<file path="src/rtl/cll_cfg.svh">
// Constants of the compare latch loader: offsets, field positions, reset values.
// Assumes a 16-bit timer count and at most seven compare channels.
// How it works
// Comparators look at the compare latch, never at the software-written buffer.
// Software writes buffers; hardware copies them to latches on the chosen load event.
// Load select 0 copies a buffer to its latch on every write, grouped or not.
// Load select 1 loads when the count is zero in count modes 1 to 3.
// Load select 2 loads at zero, or in up/down mode also at the period latch value.
// Load select 3 loads each latch when the count equals that latch, per channel.
// Group select 1 makes pairs 1-2,3-4,5-6; 2 makes triples 1-3,4-6; 3 groups all.
// A pair or triple takes its load select from its lowest-numbered channel.
// With all seven grouped, channel 1's load select governs every latch.
// A grouped load under load select 1 or 2 needs every group buffer written since the last load.
// Software rewrites unchanged values; a write of identical data counts as an update.
// Under load select 1 or 2, all latches of a group load on the same clock edge.
// Each pair or triple runs independently with the load select of its own lowest channel.
// With three channels, group select 2 acts as 1, and 3 groups channels 0 to 2.
// Count mode: 0 halted, 1 up to period, 2 continuous, 3 up/down.
// Group select sits in timer control bits 14:13; value 0 loads latches individually.
// A per-channel written flag is set by a buffer write and cleared by a load; load select 0 copies leave it set.
// Buffers and latches are sixteen bits and clear to zero at reset.
`ifndef CLL_CFG_SVH
`define CLL_CFG_SVH
`define CLL_MAX_CH 7
`define CLL_DW 16
`define CLL_OFF_TCTL 8'h00
`define CLL_OFF_CCTL 8'h04
`define CLL_OFF_CBUF 8'h20
`define CLL_OFF_LATCH 8'h40
`define CLL_OFF_WFLAG 8'h5c
`define CLL_GRP_LSB 13
`define CLL_MODE_LSB 4
`define CLL_LLS_LSB 9
`define CLL_RST_WORD 16'h0000
`define CLL_RESP_OKAY 2'b00
`define CLL_RESP_SLVERR 2'b10
`endif

</file>
<file path="src/rtl/cll_pkg.sv">
// Types of the compare latch loader.
// Assumes cll_cfg.svh for the channel count and word width.
`include "cll_cfg.svh"
package cll_pkg;
    typedef logic [`CLL_DW-1:0] cll_word_t;
    typedef logic [`CLL_MAX_CH-1:0][`CLL_DW-1:0] cll_words_t;
    typedef enum logic [1:0] {
        CLL_LOAD_IMM = 2'b00,
        CLL_LOAD_ZERO = 2'b01,
        CLL_LOAD_ZERO_PER = 2'b10,
        CLL_LOAD_OWN = 2'b11
    } cll_lls_t;
    typedef enum logic [1:0] {
        CLL_HALT = 2'b00,
        CLL_UP = 2'b01,
        CLL_CONT = 2'b10,
        CLL_UPDOWN = 2'b11
    } cll_mode_t;
    typedef struct packed {
        cll_words_t cbuf;
        cll_words_t latch;
        logic [`CLL_MAX_CH-1:0][1:0] lls;
        logic [1:0] grp;
        logic [`CLL_MAX_CH-1:0] wflag;
        logic [`CLL_MAX_CH-1:0] equal;
        logic aw_got;
        logic [7:0] awaddr;
        logic w_got;
        logic [31:0] wdata;
        logic [3:0] wstrb;
        logic bvalid;
        logic [1:0] bresp;
        logic rvalid;
        logic [31:0] rdata;
        logic [1:0] rresp;
    } cll_state_t;
endpackage

</file>
<file path="src/rtl/compare_latch_loader.sv">
// Double-buffered compare latch loading for up to seven timer channels, AXI4-Lite slave.
// Assumes count value and count mode come from the counter core on the same clock.
`timescale 1ns/100ps
`include "cll_cfg.svh"
module compare_latch_loader
    import cll_pkg::*;
#(
    parameter int NUM_CH = `CLL_MAX_CH
) (
    input wire logic aclk,
    input wire logic aresetn,
    input wire logic [7:0] s_axi_awaddr,
    input wire logic s_axi_awvalid,
    output logic s_axi_awready,
    input wire logic [31:0] s_axi_wdata,
    input wire logic [3:0] s_axi_wstrb,
    input wire logic s_axi_wvalid,
    output logic s_axi_wready,
    output logic [1:0] s_axi_bresp,
    output logic s_axi_bvalid,
    input wire logic s_axi_bready,
    input wire logic [7:0] s_axi_araddr,
    input wire logic s_axi_arvalid,
    output logic s_axi_arready,
    output logic [31:0] s_axi_rdata,
    output logic [1:0] s_axi_rresp,
    output logic s_axi_rvalid,
    input wire logic s_axi_rready,
    input wire logic [`CLL_DW-1:0] count_value,
    input wire logic [1:0] count_mode,
    output cll_words_t compare_latch,
    output logic [`CLL_MAX_CH-1:0] compare_equal
);
    cll_state_t st_ff;
    cll_state_t nxt_st;

    // A small part cannot form triples, and its full group is channels 0 to 2.
    function automatic logic [1:0] grp_eff(input logic [1:0] g);
        grp_eff = (NUM_CH <= 3 && g == 2'd2) ? 2'd1 : g;
    endfunction

    function automatic logic [2:0] leader(input logic [2:0] ch, input logic [1:0] g);
        logic [2:0] m1;
        m1 = ch - 3'd1;
        case (g)
            2'd0: leader = ch;
            2'd1: leader = (ch == 3'd0) ? 3'd0 : {m1[2:1], 1'b1};
            2'd2: leader = (ch == 3'd0) ? 3'd0 : ((ch <= 3'd3) ? 3'd1 : 3'd4);
            default: leader = 3'd0;
        endcase
    endfunction

    function automatic logic [2:0] sel_src(input logic [2:0] ch, input logic [1:0] g);
        sel_src = (g == 2'd3) ? 3'd1 : leader(ch, g);
    endfunction

    // Returns hit in bit 3 and the channel index below it.
    function automatic logic [3:0] dec_idx(input logic [7:0] a, input logic [7:0] base);
        logic [7:0] d;
        d = a - base;
        dec_idx = {(a[1:0] == 2'b00) && (a >= base) && (d[7:2] < NUM_CH), d[4:2]};
    endfunction

    function automatic cll_word_t wr16(input cll_word_t old, input logic [31:0] d,
                                       input logic [3:0] s);
        wr16 = {s[1] ? d[15:8] : old[15:8], s[0] ? d[7:0] : old[7:0]};
    endfunction

    always_comb begin
        logic [3:0] wc;
        logic [3:0] wb;
        logic [3:0] rc;
        logic [3:0] rb;
        logic [3:0] rl;
        logic [1:0] g;
        logic [2:0] src;
        logic [1:0] sel;
        logic ev;
        logic complete;
        logic do_wr;
        logic [`CLL_MAX_CH-1:0] buf_wr;
        cll_word_t wval;
        nxt_st = st_ff;
        buf_wr = '0;
        wval = `CLL_RST_WORD;
        rc = '0;
        rb = '0;
        rl = '0;
        src = '0;
        sel = '0;
        ev = 1'b0;
        complete = 1'b0;
        g = grp_eff(st_ff.grp);
        if (s_axi_awvalid && !st_ff.aw_got && !st_ff.bvalid) begin
            nxt_st.aw_got = 1'b1;
            nxt_st.awaddr = s_axi_awaddr;
        end
        if (s_axi_wvalid && !st_ff.w_got && !st_ff.bvalid) begin
            nxt_st.w_got = 1'b1;
            nxt_st.wdata = s_axi_wdata;
            nxt_st.wstrb = s_axi_wstrb;
        end
        if (st_ff.bvalid && s_axi_bready) begin
            nxt_st.bvalid = 1'b0;
        end
        do_wr = st_ff.aw_got && st_ff.w_got && !st_ff.bvalid;
        wc = dec_idx(st_ff.awaddr, `CLL_OFF_CCTL);
        wb = dec_idx(st_ff.awaddr, `CLL_OFF_CBUF);
        // Latch loads use the state before this cycle's write, so a write
        // landing on a load edge is kept for the next load.
        for (int i = 0; i < NUM_CH; i++) begin
            src = sel_src(3'(i), g);
            sel = st_ff.lls[src];
            case (cll_mode_t'(count_mode))
                CLL_HALT: ev = 1'b0;
                CLL_UP, CLL_CONT: ev = (sel == CLL_LOAD_OWN) ? (count_value == st_ff.latch[i])
                                                             : (count_value == '0);
                default: ev = (sel == CLL_LOAD_OWN) ? (count_value == st_ff.latch[i])
                            : ((count_value == '0) ||
                               (sel == CLL_LOAD_ZERO_PER && count_value == st_ff.latch[0]));
            endcase
            complete = 1'b1;
            for (int j = 0; j < NUM_CH; j++) begin
                if (leader(3'(j), g) == leader(3'(i), g) && !st_ff.wflag[j]) begin
                    complete = 1'b0;
                end
            end
            if (sel != CLL_LOAD_IMM && ev &&
                (g == 2'd0 || sel == CLL_LOAD_OWN || complete)) begin
                nxt_st.latch[i] = st_ff.cbuf[i];
                nxt_st.wflag[i] = 1'b0;
            end
        end
        if (do_wr) begin
            nxt_st.aw_got = 1'b0;
            nxt_st.w_got = 1'b0;
            nxt_st.bvalid = 1'b1;
            nxt_st.bresp = `CLL_RESP_OKAY;
            if (st_ff.awaddr == `CLL_OFF_TCTL) begin
                if (st_ff.wstrb[1]) begin
                    nxt_st.grp = st_ff.wdata[`CLL_GRP_LSB+1:`CLL_GRP_LSB];
                end
            end else if (wc[3]) begin
                if (st_ff.wstrb[1]) begin
                    nxt_st.lls[wc[2:0]] = st_ff.wdata[`CLL_LLS_LSB+1:`CLL_LLS_LSB];
                end
            end else if (wb[3]) begin
                wval = wr16(st_ff.cbuf[wb[2:0]], st_ff.wdata, st_ff.wstrb);
                nxt_st.cbuf[wb[2:0]] = wval;
                buf_wr[wb[2:0]] = 1'b1;
            end else begin
                nxt_st.bresp = `CLL_RESP_SLVERR;
            end
        end
        for (int i = 0; i < NUM_CH; i++) begin
            if (buf_wr[i]) begin
                // Equal data still counts: the flag is set on any write.
                nxt_st.wflag[i] = 1'b1;
                if (st_ff.lls[sel_src(3'(i), g)] == CLL_LOAD_IMM) begin
                    nxt_st.latch[i] = wval;
                end
            end
        end
        for (int i = 0; i < NUM_CH; i++) begin
            if (i == 0) begin
                nxt_st.equal[i] = count_value >= st_ff.latch[i];
            end else begin
                nxt_st.equal[i] = count_value == st_ff.latch[i];
            end
        end
        if (st_ff.rvalid && s_axi_rready) begin
            nxt_st.rvalid = 1'b0;
        end
        if (s_axi_arvalid && !st_ff.rvalid) begin
            rc = dec_idx(s_axi_araddr, `CLL_OFF_CCTL);
            rb = dec_idx(s_axi_araddr, `CLL_OFF_CBUF);
            rl = dec_idx(s_axi_araddr, `CLL_OFF_LATCH);
            nxt_st.rvalid = 1'b1;
            nxt_st.rresp = `CLL_RESP_OKAY;
            nxt_st.rdata = '0;
            if (s_axi_araddr == `CLL_OFF_TCTL) begin
                nxt_st.rdata[`CLL_GRP_LSB+1:`CLL_GRP_LSB] = st_ff.grp;
                nxt_st.rdata[`CLL_MODE_LSB+1:`CLL_MODE_LSB] = count_mode;
            end else if (rc[3]) begin
                nxt_st.rdata[`CLL_LLS_LSB+1:`CLL_LLS_LSB] = st_ff.lls[rc[2:0]];
            end else if (rb[3]) begin
                nxt_st.rdata[`CLL_DW-1:0] = st_ff.cbuf[rb[2:0]];
            end else if (rl[3]) begin
                nxt_st.rdata[`CLL_DW-1:0] = st_ff.latch[rl[2:0]];
            end else if (s_axi_araddr == `CLL_OFF_WFLAG) begin
                nxt_st.rdata[`CLL_MAX_CH-1:0] = st_ff.wflag;
            end else begin
                nxt_st.rresp = `CLL_RESP_SLVERR;
            end
        end
    end

    always_ff @(posedge aclk) begin
        if (!aresetn) begin
            st_ff <= '0;
        end else begin
            st_ff <= nxt_st;
        end
    end

    assign s_axi_awready = !st_ff.aw_got && !st_ff.bvalid;
    assign s_axi_wready = !st_ff.w_got && !st_ff.bvalid;
    assign s_axi_bvalid = st_ff.bvalid;
    assign s_axi_bresp = st_ff.bresp;
    assign s_axi_arready = !st_ff.rvalid;
    assign s_axi_rvalid = st_ff.rvalid;
    assign s_axi_rdata = st_ff.rdata;
    assign s_axi_rresp = st_ff.rresp;
    assign compare_latch = st_ff.latch;
    assign compare_equal = st_ff.equal;
endmodule

</file>
<file path="config.mk">
export PLATFORM = sky130hd
export DESIGN_NAME = compare_latch_loader
export DESIGN_NICKNAME = d
export VERILOG_FILES = /design/src/rtl/cll_pkg.sv /design/src/rtl/compare_latch_loader.sv
export VERILOG_INCLUDE_DIRS = /design/src /design/src/rtl
export SDC_FILE = /design/constraint.sdc
export NUM_CORES = 1
export LEC_CHECK = 0
export BUFFER_PORTS_ARGS = -buffer_cell sky130_fd_sc_hd__buf_2
export CORE_ASPECT_RATIO = 0.9
export CORE_MARGIN = 5
export CORE_UTILIZATION = 40
export DETAILED_ROUTE_END_ITERATION = 10
export GPL_ROUTABILITY_DRIVEN = 1
export REMOVE_ABC_BUFFERS = 1
export SYNTH_ARGS = -nofsm -noshare
export SYNTH_HDL_FRONTEND = slang
export SYNTH_SLANG_ARGS = --single-unit
</file>
<file path="constraint.sdc">
create_clock -name aclk -period 4.5 [get_ports aclk]
set_clock_uncertainty 0.05 [all_clocks]
set_input_delay 0.45 -clock aclk [delete_from_list [all_inputs] [get_ports aclk]]
set_output_delay 0.45 -clock aclk [all_outputs]
set_load 0.05 [all_outputs]
</file>
---- Yosys cells after proc, flatten, opt, wreduce, memory -nomap -nowiden ----
Index checks and enable logic that the tools add are counted.
storage, ports and cells
  register bits ........................... 304
  input port bits ......................... 77
  output and inout bits ................... 160
  logic and storage cells ................. 508
cells by class
  $add $sub $neg .......................... 5
  $lt $le $gt $ge ......................... 32
  equality and inequality tests ........... 57
  multiplexer cells ....................... 208
  bitwise gates (word level) .............. 3
  reductions and logical operators ........ 163
operator list
  cell                  count
  $mux W16              30
  $bmux W16 S3          3
  $bwmux W112           1
  $eq A16 B16 Y1        7
  $bmux W2 S3           15
  $eq A3 B3 Y1          30
  $logic_and A1 B1 Y1   86
  $mux W1               83
  $lt A3 B4 Y1 const B  18
  $mux W3               21
  $mux W2               25
  $mux W7               7
  $demux W16 S3         1
  $mux W35              1
  $eq A2 B2 Y1 const B  17
  $reduce_bool A2 Y1    16
  $lt A6 B3 Y1 const B  5
  $logic_not A2 Y1      11
  $logic_or A1 B1 Y1    21
  $logic_not A3 Y1      6
  $ge A16 B16 Y1        1
  $ge A8 B3 Y1 const B  2
  $ge A8 B6 Y1 const B  2
  $logic_not A16 Y1     1
  other kinds (27)      58

---- Longest topological paths before layout ----
  word-level depth ........................ 17
  gate-level depth with buffers ........... 13
  depth with buffers taken out ............ 10

---- Worst setup path before layout ----
OpenSTA, ideal clock, no wires.
  path type ............................... input to register
  from .................................... input port s_axi_araddr[3]
  to ...................................... register st_ff, in the netlist s_axi_rdata[6]
  library setup time ...................... 0.061 ns
  arrival ................................. 3.253 ns
  data required time ...................... 4.389 ns
  setup slack ............................. 1.136 ns
  cell stages on the path ................. 13
  path buffers ............................ 4
  cell sequence ........................... buf_1 > inv_1 > clkbuf_1 > buf_1 > ha_1 > nand2b_1 > a2bb2oi_1 > nor2_1 > o221ai_1 > and2_1 > clkbuf_1 > and3_1 > a32o_1
on the way
  longest elaborated chain between the ends .. 7
  elaborated cells on any way between the ends .. 26
  those cells by class .................... add/sub (3); order compare (6); eq/ne (1); mux (9); reduce/logical (7)
RTL lines
  what                                                    RTL line                                                 text
  from (decl)                                             compare_latch_loader.sv:22                               input wire logic [7:0] s_axi_araddr,
  $sub A8 B7 Y8 / $ge A8 B7 Y1 (equally long branches)    compare_latch_loader.sv:60, compare_latch_loader.sv:61
  $lt A6 B3 Y1 (tied with other cells)                    compare_latch_loader.sv:61                               dec_idx = {(a[1:0] == 2'b00) && (a >= base) && (d[7:2] < NUM_CH), d[4:2]};
  $logic_and A1 B1 Y1 / $mux W16 (equally long branches)  compare_latch_loader.sv:61, compare_latch_loader.sv:189
  $mux W7                                                 compare_latch_loader.sv:188                              end else if (rl[3]) begin
  $mux W16                                                compare_latch_loader.sv:186                              end else if (rb[3]) begin
  $mux W11                                                compare_latch_loader.sv:184                              end else if (rc[3]) begin
  $mux W7 (*)                                             compare_latch_loader.sv:181                              if (s_axi_araddr == `CLL_OFF_TCTL) begin
  to (signal assigned)                                    compare_latch_loader.sv:202                              st_ff <= nxt_st;
  to (decl)                                               compare_latch_loader.sv:34                               cll_state_t st_ff;
Every way passes the cells marked *; elsewhere a longest branch is shown, timed or not. The select of a mux whose other input is x is not followed.
A chain may end at the register's enable or synchronous reset.

---- Final worst setup path ----
  from .................................... register st_ff[80] (netlist name)
  to ...................................... register st_ff, in the netlist compare_latch[80]
on the way
  longest elaborated chain between the ends .. 9
  elaborated cells on any way between the ends .. 21
  those cells by class .................... add/sub (2); order compare (4); mux (10); reduce/logical (5)
RTL lines
  what                                                        RTL line                                                text
  $sub A8 B6 Y8 / $ge A8 B6 Y1 (equally long branches)        compare_latch_loader.sv:60, compare_latch_loader.sv:61
  $lt A6 B3 Y1 / $logic_and A1 B1 Y1 (equally long branches)  compare_latch_loader.sv:61
  $logic_and A1 B1 Y1                                         compare_latch_loader.sv:61
  $mux W16                                                    compare_latch_loader.sv:147                             end else if (wb[3]) begin
  $mux W16                                                    compare_latch_loader.sv:143                             end else if (wc[3]) begin
  $mux W16                                                    compare_latch_loader.sv:139                             if (st_ff.awaddr == `CLL_OFF_TCTL) begin
  $mux W16                                                    compare_latch_loader.sv:134                             if (do_wr) begin
  $mux W16                                                    compare_latch_loader.sv:159                             if (st_ff.lls[sel_src(3'(i), g)] == CLL_LOAD_IMM) begin
  $mux W16 (*)                                                compare_latch_loader.sv:156                             if (buf_wr[i]) begin
Every way passes the cells marked *; elsewhere a longest branch is shown, timed or not.

==> run metrics <==
status=finished, final reports clean; max_cap viols=0; clk sinks=302; DRT Wirelength=75600 um; distinct cell type count after synthesis=70; FF+latch count, synth=302; Iter 0 DRT Violations=1929; RSZ-0062 raised after global routing=false; initial antenna violation count=10; Fmax=280 MHz; TritonCTS clock tree=yes; Root Buffer=clkbuf_16; Post-synth EDFFs=0; Worst Setup End Kind=flop; Area after DPL=19000 sq um; Lkg Pwr=7.87 nW; Nets=2300; Core ar.=46400 sq um; total iterations of the first detailed-routing run=6; Hold Slack=61.8 ps; via count=17392; final instance area=20200 sq um; Netlist Area Pre-Place=18600 sq um; final worst path period share=0.795; area grow syn2layout=8.45%; Hold Path Class=input port to flop; PD cells=319 nW/um^2; R2R depth=10; hold violation total from the final report=0; Tmin final=3580 ps; leading area contributor after synthesis=dfxtp_1; clk buf depth=3; Vias per Instance=6.13; Die ar.=51000 sq um; Ys Warns=0; H-tree levels=2; Arrival @ worst endpoint=3940 ps; placed cells=2774; Avg Cell Area, Syn=8.41 sq um; clock latency on the worst-skew pair=540 ps; Post-CTS Repair Setup Buffers=0; Setup crit start kind=flop; commonest cells in the netlist=302 x dfxtp_1, 205 x mux2i_1, 186 x o21ai_0, 175 x nand2_1, 170 x nor2_1; worst setup path class=flop to flop; final setup violation count=0; GRT Overall Usage=0.281; gr ovfl total=0; CTS buffer count=35; peak supply drop=0.258 mV; Non-Filler Instances=2837; top post-synthesis cells by area=dfxtp_1 32%, mux2i_1 11%, buf_4 6.6%, o21ai_0 5.0%, xnor2_1 4.8%; Detail Placement HPWL=52700 um; chip height=215 um; ys flop type=dfxtp_1; initial core utilization=0.402; Slew headroom=0.239; first-pass GRT wire length=109000 um; I/O pin total=237; Cells after Synth=2213; FFs w/ async S/R, synth=0; Remaining DRCs=0; share of layout cells above drive strength 1=0.177; register clock-pin slew on the reported worst setup and hold paths=60 ps; # rows=75; antenna viol nets, final=0; hold buffers post-CTS=0; Setup TNS=0 ps; vias in the first global route=16097; Gates resized, CTS repair=0; Tightest Pin Transition=1130 ps; Yosys top cell area share=0.325; final RePlAce weighted congestion=1.00; Slew Limit Fails=0; Seq/Total Area, Yosys=0.325; Min-Delay Path Depth=2; pin count of the biggest net entering global routing=73; most frequent cell after synthesis=dfxtp_1; Worst EP required=4860 ps; WL per Instance=26.6 um; Buffers on Ports=200; Die Wd=237 um; critical path fanouts, max=17
[power breakdown]
group | total [mW] | internal (mW) | switching, mW
Clock | 2.94 | 1.72 | 1.22
Combinational | 0.768 | 0.228 | 0.541
Sequential | 2.74 | 2.70 | 0.0384
Total | 6.45 | 4.65 | 1.80
[routing by layer]
metal | vias to the layer above | routed length, um | global-route usage | share of wire
met4 | 12 | 3920 | 0.126 | 0.052
met3 | 228 | 8470 | 0.0670 | 0.11
met2 | 1063 | 31900 | 0.414 | 0.42
li1 | 7754 | - | - | -
met5 | - | 90 | 0 | 0.0012
met1 | 8335 | 31200 | 0.392 | 0.41
[kinds of logic (layout without fill, tap and decap cells)]
family | after synthesis | count (layout) | synth area share
flops | 302 | 302 | 0.325
other cells | 1 | 21 | 0.000201
compound gates | 578 | 578 | 0.187
mux | 257 | 257 | 0.165
fa+ha+maj | 28 | 28 | 0.0188
xor+xnor | 105 | 105 | 0.0494
simple gates | 571 | 571 | 0.141
buf+inv | 371 | 359 | 0.113
[final timing paths]
| check | start | end | slack, ps |
|---|---|---|---|
| hold / removal | s_axi_rready | s_axi_rvalid | 60 |
| setup reg to reg | st_ff[80] | compare_latch[80] | 920 |
| setup / recovery | st_ff[80] | compare_latch[80] | 920 |
| hold reg to reg | st_ff[46] | st_ff[46] | 410 |
[through the flow]
step                       util  total power [mW]  worst slack (ps)
after floorplan               -              3.22              -150
after global placement    0.410              3.54              1100
after detailed placement  0.410              3.55              1020
after CTS                 0.435              6.47               996
after global routing      0.436              6.64               790
final                     0.436              6.45               922
[flip-flops by register name, indices dropped and copies added, names as in the netlist]
register	flops
s_axi_rvalid	1
s_axi_rdata	16
compare_latch	112
s_axi_rresp	1
st_ff	163
s_axi_bresp	1
s_axi_bvalid	1
compare_equal	7
[critical path, stage by stage, from the launching register on]
cell and delay, ps:
dfxtp_1 450, inv_1 100, ha_1 250, xor2_1 180
a2111oi_4 440, and2_1 300, nand2_1 100, or4_1 940
buf_4 380, o21ai_0 170, a21oi_1 60
[cell usage in the layout (no fill, tap or decap), drive strengths merged, types with 35 or more instances in the layout]
master / synthesis / final
inv: 38 / 39
buf: 223 / 259
o21ai: 204 / 204
mux4: 39 / 39
nor3: 35 / 35
xnor2: 102 / 102
dfxtp: 302 / 302
clkbuf: 108 / 46
nand3: 60 / 60
a21oi: 166 / 166
mux2i: 205 / 205
o22ai: 36 / 36
nor2: 171 / 171
nand4: 38 / 38
a211oi: 66 / 66
nand2: 176 / 176
[layout make-up]
type                            instances  area, sq um
Antenna cell                            3         7.51
Clock buffer                           46         1030
Clock inverter                         14          135
Fill cell                            4679        26200
Inverter                               40          153
Multi-Input combinational cell       1557        10600
Sequential cell                       302         6050
Tap cell                              616          771
Timing Repair Buffer                  259         1480
Power figures use the tool's default switching activity.
